$ cat src/hdl/pmups_defs.svh
// Purpose: Offsets, field positions, reset values and timing counts of the sequencer
// Assumes: 32-bit APB data, one aligned word per register
// Notes:   Definitions only
`ifndef PMUPS_DEFS_SVH
`define PMUPS_DEFS_SVH

// ----------------------------------------------------------------
// Register byte offsets
// ----------------------------------------------------------------
`define PMUPS_OFS_CTRL        12'h000
`define PMUPS_OFS_UNMASK      12'h004
`define PMUPS_OFS_STATUS      12'h008

// ----------------------------------------------------------------
// Control register fields
// ----------------------------------------------------------------
`define PMUPS_CTRL_MASTER_OFF 0
`define PMUPS_CTRL_USB_EN     1
`define PMUPS_CTRL_ANA33_EN   2
`define PMUPS_CTRL_RESET      3'h0

// ----------------------------------------------------------------
// Unmask register fields, all masked after reset
// ----------------------------------------------------------------
`define PMUPS_UNMASK_SYSVOLT  0
`define PMUPS_UNMASK_FAULT    1
`define PMUPS_UNMASK_RESET    2'h0

// ----------------------------------------------------------------
// Status register fields
// ----------------------------------------------------------------
`define PMUPS_ST_RAILS_LSB    0
`define PMUPS_ST_RAILS_MSB    6
`define PMUPS_ST_IO_GOOD      8
`define PMUPS_ST_SYSVOLT_LOW  9
`define PMUPS_ST_FAULT        10
`define PMUPS_ST_BUTTON       11
`define PMUPS_ST_CPU_RESET    12
`define PMUPS_ST_STATE_LSB    16
`define PMUPS_ST_STATE_MSB    18

// ----------------------------------------------------------------
// Timing
// ----------------------------------------------------------------
`define PMUPS_RESET_CYCLES    10000
`define PMUPS_SYNC_STAGES     2

`endif

$ cat src/hdl/pmups_pkg.sv
// Purpose: Types shared by the sequencer modules
// Assumes: Nothing beyond the defs header
// Notes:   State codes follow declaration order, 0 to 4
package pmups_pkg;

  // Sequencer states
  typedef enum logic [2:0] {
    ST_OFF,
    ST_IO_UP,
    ST_RST_WAIT,
    ST_BOOT,
    ST_ON
  } pmups_state_t;

  // Seven rail enables, io rail in bit 0
  typedef logic [6:0] pmups_rails_t;

endpackage : pmups_pkg

$ cat src/hdl/pmups_sync_if.sv
// Purpose: Synchronised control inputs passed to the sequencer core
// Assumes: Single clock domain
// Notes:   All signals active high after synchronisation
`timescale 1ns/1ps
interface pmups_sync_if;
  logic pbAsserted;   // Button pressed through the enable path
  logic pbHard;       // Button pulled hard low, manual reset
  logic hold;         // Power-hold from the processor
  logic enable;       // Power-enable from the processor
  logic charger;      // Valid charger input voltage

  modport src (output pbAsserted, output pbHard, output hold, output enable, output charger);
  modport dst (input pbAsserted, input pbHard, input hold, input enable, input charger);
endinterface : pmups_sync_if

$ cat src/hdl/pmups_sync.sv
// Purpose: Two-stage synchronisers for the control inputs
// Assumes: Raw inputs may change at any time
// Notes:   First stage feeds only the second stage
`timescale 1ns/1ps
`include "pmups_defs.svh"
module pmups_sync (
  input  wire logic   clk,
  input  wire logic   resetn,
  input  wire logic   pushbuttonInN,
  input  wire logic   pushbuttonHardN,
  input  wire logic   powerHoldIn,
  input  wire logic   powerEnableIn,
  input  wire logic   chargerInput,
  pmups_sync_if.src   syncOut
);
  import pmups_pkg::*;

  // ----------------------------------------------------------------
  // Synchroniser chain
  // ----------------------------------------------------------------
  logic [4:0] rawVec;     // Inputs in active-high form
  logic [4:0] stageA;     // First stage, read by stageB only
  logic [4:0] stageB;     // Second stage, safe to use

  assign rawVec = {chargerInput, powerEnableIn, powerHoldIn, ~pushbuttonHardN, ~pushbuttonInN};

  // Two flops per input
  always_ff @(posedge clk or negedge resetn)
  begin
    if (!resetn)
    begin
      stageA <= 5'h00;
      stageB <= 5'h00;
    end
    else
    begin
      stageA <= rawVec;
      stageB <= stageA;
    end
  end

  // Hand the settled levels to the core
  assign syncOut.pbAsserted = stageB[0];
  assign syncOut.pbHard     = stageB[1];
  assign syncOut.hold       = stageB[2];
  assign syncOut.enable     = stageB[3];
  assign syncOut.charger    = stageB[4];

endmodule : pmups_sync

$ cat src/hdl/pmups_top.sv
// Purpose: Power sequencer core with APB register port
// Assumes: Power-good, voltage and fault inputs are synchronous to clk
// Notes:   Open-drain pins appear as output value plus output enable
//
// Functional notes
// - Button via enable path starts power-on
// - Charger voltage starts power-on unless CHARGER_WAKE is 0
// - Io rail first, then memory, always-on, reset
// - Timer expiry with io good releases reset
// - Power-hold keeps io, memory, always-on rails
// - Power-enable drives core and pll rails
// - After release, stay on only with hold/enable
// - Release without hold/enable aborts, all off
// - Hold low or master-off kills primary rails
// - Hard press resets at once, until timeout
// - Startup reset lasts timeout after io good
// - Button status low while button asserted
// - Interrupt low while unmasked condition present
// - Interrupts masked after reset, unmasked per bit
// - Usb and analog rails follow register bits
// - Variants: button or hold also enable them
// - Sleep keeps only io, memory, always-on rails
`timescale 1ns/1ps
`include "pmups_defs.svh"
module pmups_top #(
  parameter int RESET_CYCLES    = `PMUPS_RESET_CYCLES,
  parameter bit CHARGER_WAKE    = 1'b1,                 // Charger starts power-on
  parameter bit BUTTON_AUX_RAIL = 1'b0                  // Button/hold enable aux rails
) (
  input  wire logic          clk,
  input  wire logic          resetn,
  // APB slave
  input  wire logic          psel,
  input  wire logic          penable,
  input  wire logic          pwrite,
  input  wire logic [11:0]   paddr,
  input  wire logic [31:0]   pwdata,
  output logic [31:0]        prdata,
  output logic               pready,
  output logic               pslverr,
  // Control inputs
  input  wire logic          pushbuttonInN,
  input  wire logic          pushbuttonHardN,
  input  wire logic          powerHoldIn,
  input  wire logic          powerEnableIn,
  input  wire logic          chargerInput,
  input  wire logic          ioRailGood,
  input  wire logic          sysvoltLowStatus,
  input  wire logic          railFault,
  // Rail enables
  output pmups_pkg::pmups_rails_t railEn,
  // Open-drain outputs
  output logic               cpuResetOutN,
  output logic               cpuResetOutOe,
  output logic               buttonStatusOutN,
  output logic               buttonStatusOutOe,
  output logic               irqOutN,
  output logic               irqOutOe
);
  import pmups_pkg::*;

  // ----------------------------------------------------------------
  // Elaboration checks
  // ----------------------------------------------------------------
  localparam int TW = $clog2(RESET_CYCLES + 1);
  if (RESET_CYCLES < 1 || RESET_CYCLES > 32'h00FF_FFFF)
  begin : g_bad_timeout
    $error("RESET_CYCLES out of range");
  end

  // ----------------------------------------------------------------
  // Synchronised inputs
  // ----------------------------------------------------------------
  pmups_sync_if syncBus ();

  pmups_sync u_sync (
    .clk             (clk),
    .resetn          (resetn),
    .pushbuttonInN   (pushbuttonInN),
    .pushbuttonHardN (pushbuttonHardN),
    .powerHoldIn     (powerHoldIn),
    .powerEnableIn   (powerEnableIn),
    .chargerInput    (chargerInput),
    .syncOut         (syncBus.src)
  );

  // ----------------------------------------------------------------
  // Declarations
  // ----------------------------------------------------------------
  pmups_state_t   state;          // Sequencer state
  pmups_state_t   next_state;     // Next state
  logic [TW-1:0]  timer;          // Reset timeout down-counter
  logic [TW-1:0]  next_timer;     // Next counter value
  logic           mrActive;       // Manual reset waiting for timeout
  logic           next_mrActive;  // Next manual reset flag
  logic           pbPrev;         // Button level one cycle ago
  logic [2:0]     ctrl;           // Master-off, usb and analog enables
  logic [2:0]     next_ctrl;      // Next control value
  logic [1:0]     unmask;         // Interrupt unmask bits
  logic           masterOff;      // Master-off request pending
  logic           pbRelease;      // Button released this cycle
  logic           heldByCpu;      // Processor holds power
  logic           bootPhase;      // Io-up, reset-wait or boot state
  logic           timerDone;      // Timeout elapsed
  logic           primaryOn;      // Io rail, first up and kept by hold
  logic           memAonOn;       // Memory and always-on rails
  logic           coreOn;         // Core and pll rails
  logic           auxForce;       // Variant aux-rail forcing
  logic           resetLow;       // Processor reset asserted
  logic           irqActive;      // Unmasked condition present
  logic           apbSetup;       // Setup phase
  logic           apbAccess;      // Access phase
  logic           wrCtrl;         // Write to control
  logic           wrUnmask;       // Write to unmask
  logic           mapped;         // Address hits a register
  logic [31:0]    readMux;        // Selected read word
  logic [31:0]    statusWord;     // Assembled status

  // ----------------------------------------------------------------
  // Decode of sequencer conditions
  // ----------------------------------------------------------------
  assign masterOff = ctrl[`PMUPS_CTRL_MASTER_OFF];
  assign pbRelease = pbPrev & ~syncBus.pbAsserted;
  assign heldByCpu = syncBus.hold | syncBus.enable;
  assign bootPhase = (state == ST_IO_UP) | (state == ST_RST_WAIT) | (state == ST_BOOT);
  assign timerDone = (timer == '0);

  // Next-state logic
  always_comb
  begin
    next_state = state;
    unique case (state)
      ST_OFF:
      begin
        // Enable path only, a hard press is a reset
        if (syncBus.pbAsserted & ~syncBus.pbHard)
          next_state = ST_IO_UP;
        else if (CHARGER_WAKE & syncBus.charger)
          next_state = ST_IO_UP;
      end
      ST_IO_UP:
      begin
        if (pbRelease & ~heldByCpu)
          next_state = ST_OFF;
        else if (ioRailGood)
          next_state = ST_RST_WAIT;
      end
      ST_RST_WAIT:
      begin
        if (pbRelease & ~heldByCpu)
          next_state = ST_OFF;
        else if (timerDone & ioRailGood & ~mrActive)
          next_state = ST_BOOT;
      end
      ST_BOOT:
      begin
        // Processor has taken control
        if (heldByCpu)
          next_state = ST_ON;
        else if (pbRelease)
          next_state = ST_OFF;
      end
      ST_ON:
      begin
        if (masterOff | ~heldByCpu)
          next_state = ST_OFF;
      end
    endcase
  end

  // Timer reload on startup entry or hard press
  always_comb
  begin
    next_timer    = timer;
    next_mrActive = mrActive;
    if (syncBus.pbHard)
    begin
      next_timer    = TW'(RESET_CYCLES);
      next_mrActive = 1'b1;
    end
    else if (state == ST_IO_UP)
      next_timer = TW'(RESET_CYCLES);
    else if (!timerDone)
      next_timer = timer - TW'(1);
    else
      next_mrActive = 1'b0;
  end

  // ----------------------------------------------------------------
  // State registers
  // ----------------------------------------------------------------
  always_ff @(posedge clk or negedge resetn)
  begin
    if (!resetn)
    begin
      state    <= ST_OFF;
      timer    <= '0;
      mrActive <= 1'b0;
      pbPrev   <= 1'b0;
    end
    else
    begin
      state    <= next_state;
      timer    <= next_timer;
      mrActive <= next_mrActive;
      pbPrev   <= syncBus.pbAsserted;
    end
  end

  // ----------------------------------------------------------------
  // Rail enables and open-drain outputs
  // ----------------------------------------------------------------
  // Primary rails: io first, then hold keeps them unless master-off
  assign primaryOn = bootPhase |
                     ((state == ST_ON) & syncBus.hold & ~masterOff);
  assign memAonOn  = (state == ST_RST_WAIT) | (state == ST_BOOT) |
                     ((state == ST_ON) & syncBus.hold & ~masterOff);
  assign coreOn    = (state != ST_OFF) & syncBus.enable;
  assign auxForce  = BUTTON_AUX_RAIL & (syncBus.pbAsserted | syncBus.hold);

  assign railEn[0] = primaryOn;                                           // Io rail
  assign railEn[1] = memAonOn;                                            // Memory rail
  assign railEn[2] = coreOn;                                              // Core rail
  assign railEn[3] = coreOn;                                              // Pll rail
  assign railEn[4] = memAonOn;                                            // Always-on rail
  assign railEn[5] = ctrl[`PMUPS_CTRL_USB_EN] | auxForce;
  assign railEn[6] = ctrl[`PMUPS_CTRL_ANA33_EN] | auxForce;

  // Reset held low outside boot and on during manual reset
  assign resetLow      = ~((state == ST_BOOT) | (state == ST_ON)) |
                         syncBus.pbHard | mrActive;
  assign cpuResetOutN  = 1'b0;
  assign cpuResetOutOe = resetLow;

  // Button status mirrors the button
  assign buttonStatusOutN  = 1'b0;
  assign buttonStatusOutOe = syncBus.pbAsserted | syncBus.pbHard;

  // Interrupt is a level of unmasked conditions
  assign irqActive = (sysvoltLowStatus & unmask[`PMUPS_UNMASK_SYSVOLT]) |
                     (railFault & unmask[`PMUPS_UNMASK_FAULT]);
  assign irqOutN   = 1'b0;
  assign irqOutOe  = irqActive;

  // ----------------------------------------------------------------
  // APB slave, zero wait states
  // ----------------------------------------------------------------
  assign apbSetup  = psel & ~penable;
  assign apbAccess = psel & penable;
  assign mapped    = (paddr == `PMUPS_OFS_CTRL) | (paddr == `PMUPS_OFS_UNMASK) |
                     (paddr == `PMUPS_OFS_STATUS);
  assign wrCtrl    = apbAccess & pwrite & (paddr == `PMUPS_OFS_CTRL);
  assign wrUnmask  = apbAccess & pwrite & (paddr == `PMUPS_OFS_UNMASK);
  assign pready    = 1'b1;
  assign pslverr   = apbAccess & ~mapped;

  // Status word
  assign statusWord = {13'h0000, 3'(state), 3'h0, resetLow, syncBus.pbAsserted,
                       railFault, sysvoltLowStatus, ioRailGood, 1'b0, railEn};
  assign readMux    = (paddr == `PMUPS_OFS_CTRL)   ? {29'h0, ctrl}   :
                      (paddr == `PMUPS_OFS_UNMASK) ? {30'h0, unmask} :
                      (paddr == `PMUPS_OFS_STATUS) ? statusWord : 32'h0000_0000;

  // Master-off clears on reaching off; a write in the same cycle wins
  always_comb
  begin
    next_ctrl = ctrl;
    if (state == ST_OFF)
      next_ctrl[`PMUPS_CTRL_MASTER_OFF] = 1'b0;
    if (wrCtrl)
    begin
      next_ctrl[`PMUPS_CTRL_USB_EN]   = pwdata[`PMUPS_CTRL_USB_EN];
      next_ctrl[`PMUPS_CTRL_ANA33_EN] = pwdata[`PMUPS_CTRL_ANA33_EN];
      if (pwdata[`PMUPS_CTRL_MASTER_OFF])
        next_ctrl[`PMUPS_CTRL_MASTER_OFF] = 1'b1;
    end
  end

  // Register file
  always_ff @(posedge clk or negedge resetn)
  begin
    if (!resetn)
    begin
      ctrl   <= `PMUPS_CTRL_RESET;
      unmask <= `PMUPS_UNMASK_RESET;
      prdata <= 32'h0000_0000;
    end
    else
    begin
      ctrl <= next_ctrl;
      if (wrUnmask)
        unmask <= pwdata[1:0];
      if (apbSetup)
        prdata <= readMux;
    end
  end
endmodule : pmups_top

$ cat config.mk
export PLATFORM = sky130hd
export DESIGN_NAME = pmups_top
export DESIGN_NICKNAME = d
export VERILOG_FILES = /design/src/hdl/pmups_pkg.sv /design/src/hdl/pmups_sync_if.sv /design/src/hdl/pmups_sync.sv /design/src/hdl/pmups_top.sv
export VERILOG_INCLUDE_DIRS = /design/src /design/src/hdl
export SDC_FILE = /design/constraint.sdc
export NUM_CORES = 1
export LEC_CHECK = 0
export BUFFER_PORTS_ARGS = -buffer_cell sky130_fd_sc_hd__buf_2
export CAP_MARGIN = 20
export CORE_MARGIN = 2
export CORE_UTILIZATION = 45
export CTS_BUF_LIST = sky130_fd_sc_hd__clkbuf_4
export DETAILED_ROUTE_END_ITERATION = 7
export GPL_TIMING_DRIVEN = 0
export PLACE_DENSITY = 0.89
export SLEW_MARGIN = 20
export SYNTH_ARGS = -nofsm -noshare
export SYNTH_HDL_FRONTEND = slang
export SYNTH_HIERARCHICAL = 1
export SYNTH_SLANG_ARGS = --single-unit
$ cat constraint.sdc
create_clock -name clk -period 1.8 [get_ports clk]
set_input_delay 0.09 -clock clk [delete_from_list [all_inputs] [get_ports clk]]
set_output_delay 0.09 -clock clk [all_outputs]
set_load 0.005 [all_outputs]
=== Yosys cells after proc, flatten, opt, wreduce, memory -nomap -nowiden ===
Cells that the tools add are included.

* Add/subtract/negate cells: 1
* Reductions and logical operators: 7
* Equality and inequality tests: 13
* Multiplexer cells: 22
* Bitwise logic cells: 40

{| class="wikitable"
|+ Operators with widths
! kind !! number
|-
| $mux 19 || 3
|-
| $mux 14 || 3
|-
| $mux 3 || 9
|-
| $and 1x1->1 || 16
|-
| $pmux 3 s5 || 1
|-
| $logic_not 14->1 || 1
|-
| $or 1x1->1 || 14
|-
| $sub 14x1->14 const B || 1
|-
| $eq 12x3->1 const B || 1
|-
| $eq 12x4->1 const B || 1
|-
| $logic_not 12->1 || 1
|-
| $not 1->1 || 10
|-
| $eq 3x2->1 const B || 2
|-
| $mux 1 || 6
|-
| $ne 3x1->1 const B || 2
|-
| $ne 3x3->1 const B || 2
|-
| $reduce_and 5->1 || 1
|-
| $eq 3x1->1 const B || 1
|-
| $eq 3x3->1 const B || 1
|-
| $logic_not 3->1 || 1
|-
| $ne 3x2->1 const B || 1
|-
| $reduce_bool 3->1 || 1
|-
| $ne 2x1->1 const B || 1
|-
| $ne 2x2->1 const B || 1
|-
| other kinds (2) || 2
|}

* Word-level logic and storage cells: 93
* Bits in registers: 66
* Output and inout bits: 47

=== Longest topological paths before layout ===
* Word-level depth: 8
* Depth in mapped cells: 8
* Mapped depth without buffers: 6

=== Hierarchy ===
The synthesis kept the hierarchy.

{| class="wikitable"
|+ By module, submodules not included
! module !! sequential area each (um^2) !! area an instance (um^2) !! instances !! cells each
|-
| pmups_top || 975.9 || 2259.7 || 1 || 235
|-
| pmups_sync || 250.2 || 257.7 || 1 || 12
|}

=== Worst setup path after synthesis ===
No wires, ideal clock.

* Path type: reg-to-reg
* From: register timer[0]
* To: register timer[3]
* Buffers on the path: 2
* Stages on the path, launching flop included: 9
* Arrival time: 1760 ps
* Library setup time: 79 ps
* Setup slack: -38 ps
* Path through: dfrtp_1 > inv_1 > ha_1 > buf_2 > nor4b_1 > and4_1 > buf_2 > or4_1 > a21oi_1

* Word-level cells in the longest chain between the ends: 4

{| class="wikitable"
|+ RTL lines
! item !! line !! text
|-
| start: declaration || pmups_top.sv:92 || <nowiki>logic [TW-1:0] timer;</nowiki>
|-
| start signal: assignment || pmups_top.sv:204 || <nowiki>timer <= next_timer;</nowiki>
|-
| $sub 14x1->14 || pmups_top.sv:184 || <nowiki>next_timer = timer - TW'(1);</nowiki>
|-
| $mux 14 || pmups_top.sv:183 || <nowiki>else if (!timerDone)</nowiki>
|-
| $mux 14 || pmups_top.sv:181 || <nowiki>else if (state == ST_IO_UP)</nowiki>
|-
| $mux 14 || pmups_top.sv:176 || <nowiki>if (syncBus.pbHard)</nowiki>
|}

Several ways; a longest one is shown, not always the timed one. The select of a mux whose other input is x is not followed.
A chain may end at the register's enable or synchronous reset.

=== Final worst setup path ===
* From: register state[0]
* To: output railEn[1]

* Word-level cells in the longest chain between the ends: 4

{| class="wikitable"
|+ RTL lines
! item !! line !! text
|-
| start: declaration || pmups_top.sv:90 || <nowiki>pmups_state_t state;</nowiki>
|-
| start signal: assignment || pmups_top.sv:203 || <nowiki>state <= next_state;</nowiki>
|-
| $eq 3x3->1 || pmups_top.sv:217 || <nowiki>((state == ST_ON) & syncBus.hold & ~masterOff);</nowiki>
|-
| $and 1x1->1 (2 in a row) || pmups_top.sv:217 ||
|-
| $or 1x1->1 * || pmups_top.sv:216 || <nowiki>assign memAonOn = (state == ST_RST_WAIT) | (state == ST_BOOT) |</nowiki>
|-
| end: declaration || pmups_top.sv:51 || <nowiki>output pmups_pkg::pmups_rails_t railEn,</nowiki>
|}

Every way passes the cells marked *; elsewhere a longest branch is shown, timed or not.

==> flow_summary_export.csv <==
group,metric,value,unit
clock_tree,cts_inserted_buffers,5,
power,p_comb_share,47.1,%
synthesis,synth_top_area_share,48.7,%
setup_path,timing.rr.end,"state[0]$_DFFE_PN0P_",
power,ir_drop,0.484,mV
setup_path,setup.worst_path.class,"reg2out",
synthesis,async_flop_share,100,%
final_layout,num_antenna_cells,0,
sta,relSlewSlack,59.4,%
sta,worst_clock_skew,0.00851,ns
route,dr.pass1.iters,4,
synthesis,yosysWarnings,6,
hold_path,min_path_type,"in2reg",
clock_tree,clock_latency,0.36,ns
sta,period_minus_slack,1.81,ns
setup_path,worstPathArrival,1.72,ns
grt,grt_usage,19.3,%
final_layout,drive_gt1_share,37.9,%
status,failed_checks,"negative setup slack",
sta,max_freq,552,MHz
job,max-cap-violations,0,
grt,grt_max_degree,50,
floorplan,num_rows,27,
clock_tree,clock-root-buffer,"clkbuf_4",
route,ant_nets,0,
route,avgViaCountPerCell,5.34,
sta,setup_viol,4,
final_layout,layout_common_cells,"buf_2, dfrtp_1, buf_4",
power,clkPwrFrac,13.6,%
grt,grt_first_pass_wirelength,9340,um
route,post_drt_wl_per_cell,14.0,um
final_layout,nFillCells,425,
floorplan,core,5440,sq um
power,internal_power,2230,uW
setup_path,endpoint_kind,"output port",
place,dp_hpwl,3860,um
power,power.density,1030,nW/um^2
clock_tree,clock_path_buffers,2,
power,swShare,35.4,%
synthesis,post_synth_inst_count,247,
synthesis,yosys_register_bits,49,
synthesis,synth_area_per_cell,10.2,sq um
sta,maxSlewViolCount,0,
final_layout,area_growth,33.2,%
setup_path,crit_end,"railEn[1]",
setup_path,start_kind,"flop",
setup_path,rr_startpoint,"state[1]$_DFFE_PN0P_",
synthesis,synth_top_area_cell,"dfrtp_1",
place,portBuffers,52,
clock_tree,clk_pin_slew_worst_paths,0.13,ns
floorplan,fp.dieW,78.8,um
clock_tree,clock_sinks,49,
grt,antenna_found_initial,0,
sta,period_share,101,%
sta,hold_slack,0.0198,ns
route,drt_iter0_markers,299,
synthesis,syn-cell-area,2520,sq um
sta,worstMarginPinSlew,0.609,ns
clock_tree,htreeDepth,2,
grt,grt_pass1_vias,2074,
sta,final_hold_viol_count,0,
route,via_count,2260,
floorplan,die_area,6210,sq um
route,drc,0,
final_layout,fin_nets,408,
synthesis,synth-edff-count,0,
synthesis,ys_top_cells_by_area,"dfrtp_1, buf_4, a22o_1, nor2_1, nand2_1",
setup_path,startpoint,"state[0]$_DFFE_PN0P_",
place,place_congestion,0.881,
setup_path,rrSetupSlack,-0.01,ns
setup_path,worst_r2r_path_depth,4,
power,p_leak,0.00162,uW
synthesis,synth_cell_type_count,52,
synthesis,seq_area_frac_synth,48.7,%
floorplan,io_pins,104,
sta,fin_setup_tns,-0.0376,ns
floorplan,initial_utilization,46.3,%
setup_path,crit_fanout,4,
power,pwr-share-seq,39.3,%
clock_tree,cts_tree,"built",
sta,rsz0062_at_grt,"yes",
final_layout,final_common_cell,"buf_2",
route,routed_wl,5910,um
status,status,"complete, but fails checks",
synthesis,synth_ff_type,"dfrtp_1",
setup_path,cp.required,1.71,ns
floorplan,die_h,78.8,um
power,p_sw,1220,uW
sta,worst_slack,-0.0126,ns
grt,overflow,0,
cells in the mapped netlist, drive strengths merged, types with 2 or more instances:
cell and n:
dfrtp 49, buf 31, nor2 16, nand2 14, a22o 13, inv 10
o21ai 10, a21oi 9, nor3 8, clkbuf 7, or3 7, nand3 6
nor4 5, mux2 4, nand3b 4, nand4 4, o31ai 4, or4 4
a211o 3, a31o 3, nand2b 3, nor4b 3, a2111oi 2, and3 2
and4 2, conb 2, mux2i 2, nor2b 2, or2 2, xnor2 2
sequential cells by signal (all words and copies together), names as in the netlist:
signal         count
ctrl               3
mrActive           1
pbPrev             1
prdata            15
state              3
timer             14
u_sync/stageA      5
u_sync/stageB      5
unmask             2
power by group through the flow:
stage / clock network, uW / logic [uW] / registers [uW]
3_5_place_dp: 0 / 1160 / 1370
4_1_cts: 484 / 1510 / 1340
6_report: 470 / 1630 / 1360
2_1_floorplan: 0 / 871 / 1340
5_1_grt: 534 / 1760 / 1370
3_3_place_gp: 0 / 1110 / 1350
kinds of logic (layout without fill, tap and decap cells):
logic type | after synthesis | in the layout | synth area share (%)
AND/OR/NAND/NOR | 87 | 87 | 20.3
AO/OA/AOI/OAI | 52 | 52 | 15.4
flip-flops | 49 | 49 | 48.7
buffers and inverters | 48 | 133 | 11.5
multiplexers | 6 | 6 | 2.58
other | 2 | 21 | 0.298
XOR/XNOR | 2 | 2 | 0.696
adder cells (fa/ha/maj) | 1 | 1 | 0.497
cell type report:
| cell class | instances | area, sq um | share of cell area [%] |
|---|---|---|---|
| Inverter | 10 | 37.5 | 1.12 |
| Multi-Input combinational cell | 169 | 1150 | 34.5 |
| Timing Repair Buffer | 80 | 519 | 15.5 |
| Sequential cell | 49 | 1230 | 36.7 |
| Buffer | 35 | 272 | 8.10 |
| Clock buffer | 5 | 37.5 | 1.12 |
| Tap cell | 72 | 90.1 | 2.69 |
| Clock inverter | 3 | 12.5 | 0.373 |
through the flow:
stage	power (uW)	std cells	area [sq um]	worst slack [ns]	util [%]
2_1_floorplan	2210	266	2600	0.00293	-
3_3_place_gp	2470	390	2950	-0.0572	54.3
3_5_place_dp	2530	390	2950	-0.114	54.3
4_1_cts	3340	418	3280	-0.0196	60.3
5_1_grt	3670	423	3350	-0.0839	61.6
6_report	3460	423	3350	-0.0126	61.6
worst min path at each step:
stage,to,start,cells past startpoint
detailed placement,u_sync/stageA[2]$_DFF_PN0_,powerHoldIn,1
global route,prdata[8]$_DFFE_PN0P_,ioRailGood,2
finish,prdata[8]$_DFFE_PN0P_,ioRailGood,2
CTS,prdata[8]$_DFFE_PN0P_,ioRailGood,2
global placement,u_sync/stageA[3]$_DFF_PN0_,powerEnableIn,1
floorplan,ctrl[0]$_DFF_PN0_,resetn,0
repair_timing:
action / 4_1_cts / 5_1_grt
hold endpoints to repair: 61 / 0
setup endpoints to repair: 16 / 14
setup buffers: 10 / 7
resized for setup: 25 / 11
pin swaps: 6 / 7
hold buffers: 11 / 0
worst max-delay path: stages (launching register included):
cell      delay [ns]
dfrtp_1         0.42
clkbuf_8        0.16
nor4b_4         0.32
nand2_1         0.15
nand2_2         0.13
buf_6           0.10
buf_6           0.08
metal layers:
| metal | track usage, % | vias to the layer above | share of wire, % |
|---|---|---|---|
| met1 | 24.6 | 1061 | 40 |
| met2 | 30.3 | 113 | 48 |
| met3 | 3.52 | 29 | 7.4 |
| li1 | - | 1057 | - |
| met5 | 0 | - | 0 |
| met4 | 12.3 | 0 | 4.6 |
(Power assumes the default switching activity.)
